## src/core/port_io_defines.svh

```systemverilog
`ifndef PORT_IO_DEFINES_SVH
`define PORT_IO_DEFINES_SVH

// pin and channel counts
`define NUM_PINS        29
`define NUM_XBAR_PINS   20
`define NUM_CHANNELS    13
`define PORT3_WIDTH     5

// register offsets, one register per address
`define OFS_LATCH0      5'h00
`define OFS_LATCH3      5'h03
`define OFS_MDIN0       5'h04
`define OFS_MDIN3       5'h07
`define OFS_MDOUT0      5'h08
`define OFS_MDOUT3      5'h0B
`define OFS_SKIP0       5'h0C
`define OFS_SKIP2       5'h0E
`define OFS_XSEL0       5'h0F
`define OFS_XSEL1       5'h10

// field positions
`define XSEL0_UART_BIT  0
`define XSEL1_CROSSBAR_ENABLE_BIT 6
`define XSEL1_WPUD_BIT  7
`define UART_TX_PIN     4
`define UART_RX_PIN     5
`define DEBUG_PIN       24

// reset values and the port 3 read mask
`define RST_LATCH       8'hFF
`define RST_MDIN        8'hFF
`define RST_MDOUT       8'h00
`define RST_SKIP        8'h00
`define RST_XSEL        8'h00
`define PORT3_MASK      8'h1F

`endif

```

## src/core/port_io_pkg.sv

```systemverilog
package port_io_pkg;
	typedef logic [4:0]  reg_addr_t;
	typedef logic [7:0]  reg_data_t;
	typedef logic [28:0] pin_vec_t;
	typedef logic [12:0] chan_vec_t;
	typedef logic [3:0]  chan_idx_t;
endpackage

```

## src/core/port_io_cell_config.sv

```systemverilog
`timescale 1ns/1ps
`include "port_io_defines.svh"

// Notes on behaviour
// - after reset all pads float with pull-ups until crossbar enable is set, except the debug pin while the debug line drives it
// - each pin picks analog or digital through its input mode bit
// - analog pins lose driver and receiver, and pull-up once crossbar enable is set; the debug line still drives and reads its pin
// - analog pins always read back zero
// - per-pin output mode bit per port selects push-pull or open-drain
// - push-pull pins drive the pad high or low from the output value
// - open-drain pins drive low on zero and float on one
// - a floating digital pin has its weak pull-up on unless the global pull-up disable bit is set
// - pull-up is off while the pin drives its pad low
// - global pull-up disable bit turns off every pull-up once crossbar enable is set
// - digital pins read back the pad level, not the driven value
// - latch registers read the pad state of digital pins whatever the crossbar does
// - 29 pins: three 8-bit ports and one 5-bit port
// - port 3 bit 0 is shared with the debug data line
// - priority crossbar places enabled peripherals chosen by two select registers
// - crossbar passes over pins whose skip bit is set
module port_io_cell_config
	import port_io_pkg::*;
(
	input  wire logic      ref_clk,
	input  wire logic      rst_n,
	input  wire reg_addr_t reg_addr,
	input  wire reg_data_t reg_wdata,
	input  wire logic      reg_wr,
	input  wire logic      reg_rd,
	output reg_data_t      reg_rdata,
	input  wire pin_vec_t  pad_in,
	output pin_vec_t       pad_out,
	output pin_vec_t       pad_oe,
	output pin_vec_t       pad_pullup,
	input  wire logic      uart_tx_out,
	output logic           uart_rx_in,
	input  wire chan_vec_t periph_out,
	output chan_vec_t      periph_in,
	input  wire logic      debug_data_oe,
	input  wire logic      debug_data_out,
	output logic           debug_data_in
);

	// configuration registers
	reg_data_t latch_reg     [0:3];
	reg_data_t latch_next    [0:3];
	reg_data_t pin_input_mode_reg  [0:3];
	reg_data_t pin_input_mode_next [0:3];
	reg_data_t pin_output_mode_reg  [0:3];
	reg_data_t pin_output_mode_next [0:3];
	reg_data_t pin_skip_reg  [0:2];
	reg_data_t pin_skip_next [0:2];
	reg_data_t crossbar_select_0_reg;
	reg_data_t crossbar_select_0_next;
	reg_data_t crossbar_select_1_reg;
	reg_data_t crossbar_select_1_next;
	reg_data_t rdata_reg;
	reg_data_t rdata_next;

	// pad side state
	pin_vec_t  sync1_reg;
	pin_vec_t  sync2_reg;
	pin_vec_t  out_reg;
	pin_vec_t  out_next;
	pin_vec_t  oe_reg;
	pin_vec_t  oe_next;
	pin_vec_t  pu_reg;
	pin_vec_t  pu_next;
	chan_vec_t pin_to_periph_reg;
	chan_vec_t pin_to_periph_next;
	logic      rx_reg;
	logic      rx_next;
	logic      dbg_in_reg;
	logic      dbg_in_next;

	// flattened views and crossbar results
	pin_vec_t  digital;
	pin_vec_t  push_pull;
	pin_vec_t  latch_flat;
	pin_vec_t  pad_level;
	pin_vec_t  owned;
	chan_idx_t owner [0:28];
	logic [19:0] taken;
	chan_vec_t chan_en;
	chan_vec_t chan_pin_ok;
	logic [4:0] chan_pin [0:12];
	logic      found;
	logic      xbar_on;
	logic      wpud;
	logic      uart_on;

	// select register fields decoded once for the whole block
	assign xbar_on = crossbar_select_1_reg[`XSEL1_CROSSBAR_ENABLE_BIT];
	assign wpud    = crossbar_select_1_reg[`XSEL1_WPUD_BIT];
	assign uart_on = crossbar_select_0_reg[`XSEL0_UART_BIT];
	assign chan_en = {crossbar_select_1_reg[5:0], crossbar_select_0_reg[7:1]};

	// flatten per-port bytes into pin vectors; port 3 keeps only 5 bits
	assign digital    = {pin_input_mode_reg[3][4:0], pin_input_mode_reg[2],
		pin_input_mode_reg[1], pin_input_mode_reg[0]};
	assign push_pull  = {pin_output_mode_reg[3][4:0], pin_output_mode_reg[2],
		pin_output_mode_reg[1], pin_output_mode_reg[0]};
	assign latch_flat = {latch_reg[3][4:0], latch_reg[2], latch_reg[1], latch_reg[0]};
	// receiver disabled on analog pins so they read zero
	assign pad_level  = sync2_reg & digital;

	// priority crossbar: each enabled channel takes the lowest free pin
	always_comb begin
		taken = {pin_skip_reg[2][3:0], pin_skip_reg[1], pin_skip_reg[0]};
		if (uart_on) begin
			// uart pins are fixed, never handed to another channel
			taken[`UART_TX_PIN] = 1'b1;
			taken[`UART_RX_PIN] = 1'b1;
		end
		owned = '0;
		found = 1'b0;
		chan_pin_ok = '0;
		for (int p = 0; p < `NUM_PINS; p++) begin
			owner[p] = '0;
		end
		for (int c = 0; c < `NUM_CHANNELS; c++) begin
			chan_pin[c] = '0;
			found = 1'b0;
			if (chan_en[c]) begin
				for (int p = 0; p < `NUM_XBAR_PINS; p++) begin
					if (!found && !taken[p]) begin
						taken[p] = 1'b1;
						owned[p] = 1'b1;
						owner[p] = 4'(c);
						chan_pin[c] = 5'(p);
						chan_pin_ok[c] = 1'b1;
						found = 1'b1;
					end
				end
			end
		end
	end

	// pad cell behaviour, registered so a config write acts next clock
	always_comb begin
		logic v;
		v = 1'b0;
		out_next = '0;
		oe_next  = '0;
		pu_next  = '0;
		for (int p = 0; p < `NUM_PINS; p++) begin
			if (!xbar_on) begin
				// floating with pull-ups until the crossbar is enabled
				oe_next[p] = 1'b0;
				pu_next[p] = 1'b1;
			end else if (!digital[p]) begin
				oe_next[p] = 1'b0;
				pu_next[p] = 1'b0;
			end else begin
				if (owned[p]) begin
					v = periph_out[owner[p]];
				end else if (uart_on && p == `UART_TX_PIN) begin
					v = uart_tx_out;
				end else begin
					v = latch_flat[p];
				end
				if (push_pull[p]) begin
					out_next[p] = v;
					oe_next[p]  = 1'b1;
				end else begin
					out_next[p] = 1'b0;
					oe_next[p]  = !v;
				end
				// pull-up only while floating, never while sinking
				pu_next[p] = !wpud && !oe_next[p];
			end
		end
		if (debug_data_oe) begin
			// debug line takes over the shared pin
			out_next[`DEBUG_PIN] = debug_data_out;
			oe_next[`DEBUG_PIN]  = 1'b1;
			pu_next[`DEBUG_PIN]  = 1'b0;
		end
		// each channel hears the synced level of the pin it owns
		for (int c = 0; c < `NUM_CHANNELS; c++) begin
			pin_to_periph_next[c] = chan_pin_ok[c] && pad_level[chan_pin[c]];
		end
		rx_next     = uart_on && pad_level[`UART_RX_PIN];
		dbg_in_next = sync2_reg[`DEBUG_PIN];
	end

	// register file: writes and one-cycle read data
	always_comb begin
		for (int i = 0; i < 4; i++) begin
			latch_next[i]           = latch_reg[i];
			pin_input_mode_next[i]  = pin_input_mode_reg[i];
			pin_output_mode_next[i] = pin_output_mode_reg[i];
		end
		for (int i = 0; i < 3; i++) begin
			pin_skip_next[i] = pin_skip_reg[i];
		end
		crossbar_select_0_next = crossbar_select_0_reg;
		crossbar_select_1_next = crossbar_select_1_reg;
		rdata_next = 8'h00;
		// addresses past the map drop writes and read back zero
		if (reg_wr) begin
			if (reg_addr <= `OFS_LATCH3) begin
				latch_next[reg_addr[1:0]] = reg_wdata;
			end else if (reg_addr <= `OFS_MDIN3) begin
				pin_input_mode_next[reg_addr[1:0]] = reg_wdata;
			end else if (reg_addr <= `OFS_MDOUT3) begin
				pin_output_mode_next[reg_addr[1:0]] = reg_wdata;
			end else if (reg_addr <= `OFS_SKIP2) begin
				pin_skip_next[2'(reg_addr - `OFS_SKIP0)] = reg_wdata;
			end else if (reg_addr == `OFS_XSEL0) begin
				crossbar_select_0_next = reg_wdata;
			end else if (reg_addr == `OFS_XSEL1) begin
				crossbar_select_1_next = reg_wdata;
			end
		end
		if (reg_rd) begin
			if (reg_addr <= `OFS_LATCH3) begin
				// latch read shows pad level, not the written value
				unique case (reg_addr[1:0])
					2'b00: rdata_next = pad_level[7:0];
					2'b01: rdata_next = pad_level[15:8];
					2'b10: rdata_next = pad_level[23:16];
					2'b11: rdata_next = {3'b000, pad_level[28:24]};
				endcase
			end else if (reg_addr <= `OFS_MDIN3) begin
				rdata_next = pin_input_mode_reg[reg_addr[1:0]];
			end else if (reg_addr <= `OFS_MDOUT3) begin
				rdata_next = pin_output_mode_reg[reg_addr[1:0]];
			end else if (reg_addr <= `OFS_SKIP2) begin
				rdata_next = pin_skip_reg[2'(reg_addr - `OFS_SKIP0)];
			end else if (reg_addr == `OFS_XSEL0) begin
				rdata_next = crossbar_select_0_reg;
			end else if (reg_addr == `OFS_XSEL1) begin
				rdata_next = crossbar_select_1_reg;
			end
			// port 3 has only five pins, upper bits read zero
			if (reg_addr == `OFS_MDIN3 || reg_addr == `OFS_MDOUT3) begin
				rdata_next = rdata_next & `PORT3_MASK;
			end
		end
	end

	// state registers
	always_ff @(posedge ref_clk or negedge rst_n) begin
		if (!rst_n) begin
			for (int i = 0; i < 4; i++) begin
				latch_reg[i]           <= `RST_LATCH;
				pin_input_mode_reg[i]  <= `RST_MDIN;
				pin_output_mode_reg[i] <= `RST_MDOUT;
			end
			for (int i = 0; i < 3; i++) begin
				pin_skip_reg[i] <= `RST_SKIP;
			end
			crossbar_select_0_reg <= `RST_XSEL;
			crossbar_select_1_reg <= `RST_XSEL;
			rdata_reg         <= 8'h00;
			sync1_reg         <= '0;
			sync2_reg         <= '0;
			out_reg           <= '0;
			oe_reg            <= '0;
			pu_reg            <= '1;
			pin_to_periph_reg <= '0;
			rx_reg            <= 1'b0;
			dbg_in_reg        <= 1'b0;
		end else begin
			for (int i = 0; i < 4; i++) begin
				latch_reg[i]           <= latch_next[i];
				pin_input_mode_reg[i]  <= pin_input_mode_next[i];
				pin_output_mode_reg[i] <= pin_output_mode_next[i];
			end
			for (int i = 0; i < 3; i++) begin
				pin_skip_reg[i] <= pin_skip_next[i];
			end
			crossbar_select_0_reg <= crossbar_select_0_next;
			crossbar_select_1_reg <= crossbar_select_1_next;
			rdata_reg         <= rdata_next;
			// pads are asynchronous, two stages before use
			sync1_reg         <= pad_in;
			sync2_reg         <= sync1_reg;
			out_reg           <= out_next;
			oe_reg            <= oe_next;
			pu_reg            <= pu_next;
			pin_to_periph_reg <= pin_to_periph_next;
			rx_reg            <= rx_next;
			dbg_in_reg        <= dbg_in_next;
		end
	end

	// every output comes from a flop so pads never glitch mid-cycle
	assign reg_rdata     = rdata_reg;
	assign pad_out       = out_reg;
	assign pad_oe        = oe_reg;
	assign pad_pullup    = pu_reg;
	assign periph_in     = pin_to_periph_reg;
	assign uart_rx_in    = rx_reg;
	assign debug_data_in = dbg_in_reg;

endmodule

```

## config.mk

```make
export PLATFORM = sky130hd
export DESIGN_NAME = port_io_cell_config
export DESIGN_NICKNAME = d
export VERILOG_FILES = /design/src/core/port_io_pkg.sv /design/src/core/port_io_cell_config.sv
export VERILOG_INCLUDE_DIRS = /design/src /design/src/core
export SDC_FILE = /design/constraint.sdc
export NUM_CORES = 2
export LEC_CHECK = 0
export ABC_AREA = 1
export BUFFER_PORTS_ARGS = -buffer_cell sky130_fd_sc_hd__buf_2
export CORE_UTILIZATION = 55
export CTS_BUF_LIST = sky130_fd_sc_hd__clkbuf_4 sky130_fd_sc_hd__clkbuf_8
export CTS_CLUSTER_DIAMETER = 100
export DETAILED_ROUTE_END_ITERATION = 8
export HOLD_SLACK_MARGIN = 0.06
export PLACE_DENSITY_LB_ADDON = 0.05
export SYNTH_ARGS = -nofsm -noshare
export SYNTH_HDL_FRONTEND = slang
export SYNTH_SLANG_ARGS = --single-unit
```

## constraint.sdc

```tcl
create_clock -name ref_clk -period 4.4 [get_ports ref_clk]
set_clock_uncertainty 0.05 [all_clocks]
set_input_delay 0 -clock ref_clk [delete_from_list [all_inputs] [get_ports ref_clk]]
set_output_delay 0 -clock ref_clk [all_outputs]
set_load 0.005 [all_outputs]
```

==> results.py, run 1 <==
metrics = {
    "sta": {
        "crit_endpoint": "periph_in[12]$_DFF_PN0_/D",
        "worst_ep_type": "sequential cell input",
    },
    "cts": {
        "cts_made_buffers": 53,
        "clk_root_buf": "sky130_fd_sc_hd__clkbuf_8",
        "number_of_levels_the_h_tree_was_split_into": 2,
        "tritoncts_num_sinks": 301,
        "cts.path.max_buffers": 3,
    },
    "synthesis": {
        "synth_top_cells_by_area": "sky130_fd_sc_hd__dfrtp_1, sky130_fd_sc_hd__nand2_1, sky130_fd_sc_hd__dfstp_2",
        "synthTopCellsByCount": "sky130_fd_sc_hd__nand2_1, sky130_fd_sc_hd__nor2_1, sky130_fd_sc_hd__inv_1",
        "mappedNetlistNets": 4173,
        "async_flop_share_pct": 100,
        "synth-seq-cells": 301,
        "number_of_synthesized_flops_with_an_enable_pin": 0,
        "library_cell_with_the_highest_instance_count_after_synthesis": "sky130_fd_sc_hd__nand2_1",
        "syn-cell-area_sq_um": 26000,
        "synthesis.instances": 4111,
        "synth_ff_type": "sky130_fd_sc_hd__dfrtp_1",
        "ys_warn_count": 0,
        "synthDistinctLibCells": 71,
        "postSynthAreaPerCell_sq_um": 6.32,
        "synth_seq_area_share_pct": 29.4,
        "synth_top_area_cell": "sky130_fd_sc_hd__dfrtp_1",
        "synth_largest_type_area_fraction_pct": 20.3,
    },
    "floorplan": {
        "rows": 79,
        "floorplan.initialDensity_pct": 55.8,
        "fp.dieW_um": 219,
        "die_span_y_um": 219,
        "number_of_i_o_pins": 172,
    },
    "placement": {
        "dpl_cell_area_sq_um": 34400,
        "port_buffers": 171,
        "dpl.cell_count": 5636,
        "gp_congestion": 1.11,
        "dp_hpwl_um": 100000,
    },
    "global_route": {
        "global_routing_usage_summed_across_all_routing_layers_pct": 73.7,
        "pin_count_of_the_biggest_net_entering_global_routing": 132,
        "grt_remaining_overflow": 81,
    },
    "status": {
        "last_stage_reached": "5_1_grt",
        "error": "[ERROR GRT-0232] Routing congestion too high. Check the congestion heatmap in the GUI.",
        "outcome": "stopped before the end",
    },
}
## kinds of logic after synthesis
group,count (synthesis),share of synthesized area (%)
muxes,1,0.0385
and+or+nand+nor,2019,35.0
DFF,301,29.4
AOI/OAI and AO/OA,1101,25.3
buffers and inverters,689,10.3
## per-stage QoR
stage | setup slack, ns | utilization (%)
3_5_place_dp | -1.37 | 73.8
3_3_place_gp | -1.22 | 73.8
2_1_floorplan | -0.407 | -
4_1_cts | -1.09 | 81.6
## per-layer routing
layer / GRT overflow / global-route usage (%)
met4: 33 / 72.3
met1: 1 / 75.5
met5: 1 / 16.5
met3: 1 / 56.3
met2: 45 / 91.3
## timing repair
item                                    in CTS
endpoints found under the setup margin      68
cloned                                       5
gates resized for setup                    275
hold buffers                                84
pin swaps                                   44
setup buffers                               51
hold endpoints to repair                   228
==> run 2: changes to the inputs <==
CORE_UTILIZATION = 40   (was 55)
CTS_BUF_LIST = default   (was sky130_fd_sc_hd__clkbuf_4 sky130_fd_sc_hd__clkbuf_8)
CTS_CLUSTER_DIAMETER = default   (was 100)
HOLD_SLACK_MARGIN = default   (was 0.06)
PLACE_DENSITY_LB_ADDON = 0.15   (was 0.05)
clock period = 5.7 ns   (was 4.4 ns; I/O delays follow)
==> run 2 against run 1 <==
Compared with the run above: the flow now finishes, with violations (setup timing); synthesized cell count unchanged; area after synthesis unchanged.
==> results.py, run 2 <==
metrics = {
    "cts": {
        "clk_root_buf": "sky130_fd_sc_hd__clkbuf_16",
        "cts_made_buffers": 34,
        "cts_tree": "yes",
        "cts.path.max_buffers": 3,
        "tritoncts_num_sinks": 301,
        "number_of_levels_the_h_tree_was_split_into": 2,
        "cts.reportedPaths.clkPinSlew_ns": 0.07,
        "clk_latency_ns": 0.59,
    },
    "route": {
        "wl_met1_um": 52200,
        "vias_per_cell": 5.69,
        "drt_pre_antenna_iters": 6,
        "final_antenna_net_count": 0,
        "route.final.wire_length_um": 135000,
        "top_sig_layer": "met5",
        "wl_per_cell_um": 23.0,
        "met3_length_um": 12900,
        "route.vias.total": 33600,
        "met2_wirelength_um": 61000,
        "drt_drc_violations_left": 0,
        "detail_route.iter0.violations": 3930,
    },
    "critical_path": {
        "max_stage_delay_ns": 0.49,
        "end_kind": "flop",
        "worst-path-buf-inv": 5,
        "reg2reg_to": "periph_in[11]",
        "timing.critical_path.slowest_stage_cell": "sky130_fd_sc_hd__dfrtp_2",
        "required_ns": 6.12,
        "worst_r2r_startpoint": "pin_skip_reg[16]",
        "crit_path_start_kind": "flop",
        "cpMostUsedCell": "sky130_fd_sc_hd__nor2_4",
        "critical_path_class": "reg -> reg",
        "critPathCapture": "periph_in[11]",
        "worst_path_depth": 43,
        "crit_start": "pin_skip_reg[16]",
        "cpLargestDelayFamily": "simple AND/OR/NAND/NOR gates",
        "critPathMaxFanout": 20,
        "r2r_setup_slack_ns": -0.09,
        "worst_ep_arrival_time_ns": 6.21,
        "ff2ff_path_depth": 43,
    },
    "floorplan": {
        "fp.dieW_um": 257,
        "placeable_core_region_sq_um": 64300,
        "die_span_y_um": 257,
        "area_enclosed_by_the_die_boundary_sq_um": 66000,
        "rows": 93,
        "floorplan.initialDensity_pct": 40.4,
        "number_of_i_o_pins": 172,
    },
    "cells_and_area": {
        "finish.net_count": 5067,
        "multi_input_comb_area_sq_um": 18500,
        "synthToLayoutAreaGrowth_pct": 45.8,
        "final_core_utilization_pct": 58.9,
        "seq_area_sq_um": 7650,
        "layout-drive-gt1-share_pct": 35.8,
        "largest_register_ffs": 32,
        "layout_commonest_cell": "sky130_fd_sc_hd__buf_4",
        "fillers": 6167,
        "final_cells": 5894,
        "layout.cells.most_common_list": "sky130_fd_sc_hd__buf_4, sky130_fd_sc_hd__nand2_1, sky130_fd_sc_hd__inv_1",
    },
    "sta": {
        "max_slew_margin_pct": 24.0,
        "final_critical_path_setup_slack_ns": -0.0933,
        "max_slew.worst_pin.slew_ns": 1.14,
        "finalHoldViolCount": 0,
        "rsz0062_at_grt": "true",
        "setup-violations-final": 8,
        "finalCriticalPeriod_ns": 5.79,
        "fmax_mhz": 173,
        "maxSlewViolCount": 0,
        "min_period_over_period_pct": 102,
    },
    "synthesis": {
        "synth_largest_type_area_fraction_pct": 20.3,
        "syn-cell-area_sq_um": 26000,
        "synthTopCellsByCount": "sky130_fd_sc_hd__nand2_1, sky130_fd_sc_hd__nor2_1, sky130_fd_sc_hd__inv_1",
        "synthesis.instances": 4111,
        "synth_top_area_cell": "sky130_fd_sc_hd__dfrtp_1",
        "synth-seq-cells": 301,
        "ys_warn_count": 0,
        "synth_top_cells_by_area": "sky130_fd_sc_hd__dfrtp_1, sky130_fd_sc_hd__nand2_1, sky130_fd_sc_hd__dfstp_2",
        "synth_seq_area_share_pct": 29.4,
        "library_cell_with_the_highest_instance_count_after_synthesis": "sky130_fd_sc_hd__nand2_1",
        "synth_ff_type": "sky130_fd_sc_hd__dfrtp_1",
        "synthDistinctLibCells": 71,
        "async_flop_share_pct": 100,
        "postSynthAreaPerCell_sq_um": 6.32,
        "number_of_synthesized_flops_with_an_enable_pin": 0,
        "mappedNetlistNets": 4173,
    },
    "pwr": {
        "leakage_power_nw": 17.7,
        "power_density_nw_per_um2": 303,
        "ir_drop_mv": 0.269,
    },
    "placement": {
        "port_buffers": 171,
        "dp_hpwl_um": 104000,
        "dp_slack_ns": -0.335,
        "gp_congestion": 1.10,
        "dpl.cell_count": 5690,
    },
    "global_route": {
        "grt_remaining_overflow": 0,
        "initial_antenna_violation_count": 5,
        "pin_count_of_the_biggest_net_entering_global_routing": 170,
        "grt_pass1_vias": 30000,
        "global_routing_usage_summed_across_all_routing_layers_pct": 38.8,
        "grt_pass1_wl_um": 190000,
    },
    "min_path": {
        "hold_path.class": "in -> async",
    },
    "status": {
        "violations": "setup timing",
        "outcome": "finished with violations",
    },
    "job": {
        "max_cap_viol_count": 0,
    },
}
## run 2: cell counts after synthesis
No cell type changed its count.
## run 2: power breakdown
group / total [mW] / switching [mW] / internal, mW / leakage [nW]
registers: 2.84 / 0.329 / 2.51 / 3.66
clock network: 2.30 / 0.997 / 1.30 / 0.547
logic: 6.36 / 4.02 / 2.34 / 13.5
total: 11.5 / 5.35 / 6.15 / 17.7
## run 2: final cells by class
type | count | area share [%]
Clock inverter | 11 | 0.535
Inverter | 549 | 5.56
Sequential cell | 301 | 20.2
Clock buffer | 51 | 2.47
Timing Repair Buffer | 997 | 19.7
Multi-Input combinational cell | 3122 | 48.7
Antenna cell | 8 | 0.0528
Tap cell | 855 | 2.82
## run 2: metal layers
layer	vias up	GRT usage [%]
met5	-	0
met4	4	23.1
met3	424	7.76
met2	1756	61.9
met1	15600	48.5
li1	15700	-
## run 2: how the worst min path moves through the flow
| stage | start | end | slack [ns] | cells after the start |
|---|---|---|---|---|
| 2_1_floorplan | rst_n | crossbar_select_0_reg[0] | -0.35 | 0 |
| 4_1_cts | pad_in[8] | sync1_reg[8] | 0.0004 | 2 |
| 3_3_place_gp | rst_n | crossbar_select_1_reg[4] | 0.05 | 1 |
| 3_5_place_dp | rst_n | crossbar_select_1_reg[4] | 0.05 | 1 |
| 6_report | rst_n | crossbar_select_1_reg[4] | 0.004 | 2 |
| 5_1_grt | pad_in[2] | sync1_reg[2] | 0.01 | 2 |
## run 2: stage by stage
step	hold WS (ns)	instance area, sq um	TNS (ns)	total power, mW
global route	0.0118	37900	-7.44	12.0
global placement	0.0544	32600	-3.16	8.24
finish	0.00446	37900	-0.446	11.5
CTS	0.000410	34300	-0.0617	10.6
floorplan	-0.346	26000	0	5.58
detailed placement	0.0536	32600	-5.21	8.26
## run 2: kinds of logic (layout without fill, tap and decap cells)
kind of cell	Yosys count	count (layout)	synth area share, %
compound gates	1101	1102	25.3
mux	1	1	0.0385
flops	301	301	29.4
buf+inv	689	1608	10.3
simple gates	2019	2019	35.0
other cells	0	8	0
## run 2: repair_timing
item	in CTS	in global routing
buffers inserted	0	85
cloned	0	6
hold buffers	47	0
hold endpoints to repair	199	0
resized for setup	34	745
endpoints found under the setup margin	31	50
pin swaps	2	188
(Power assumes the default switching activity.)
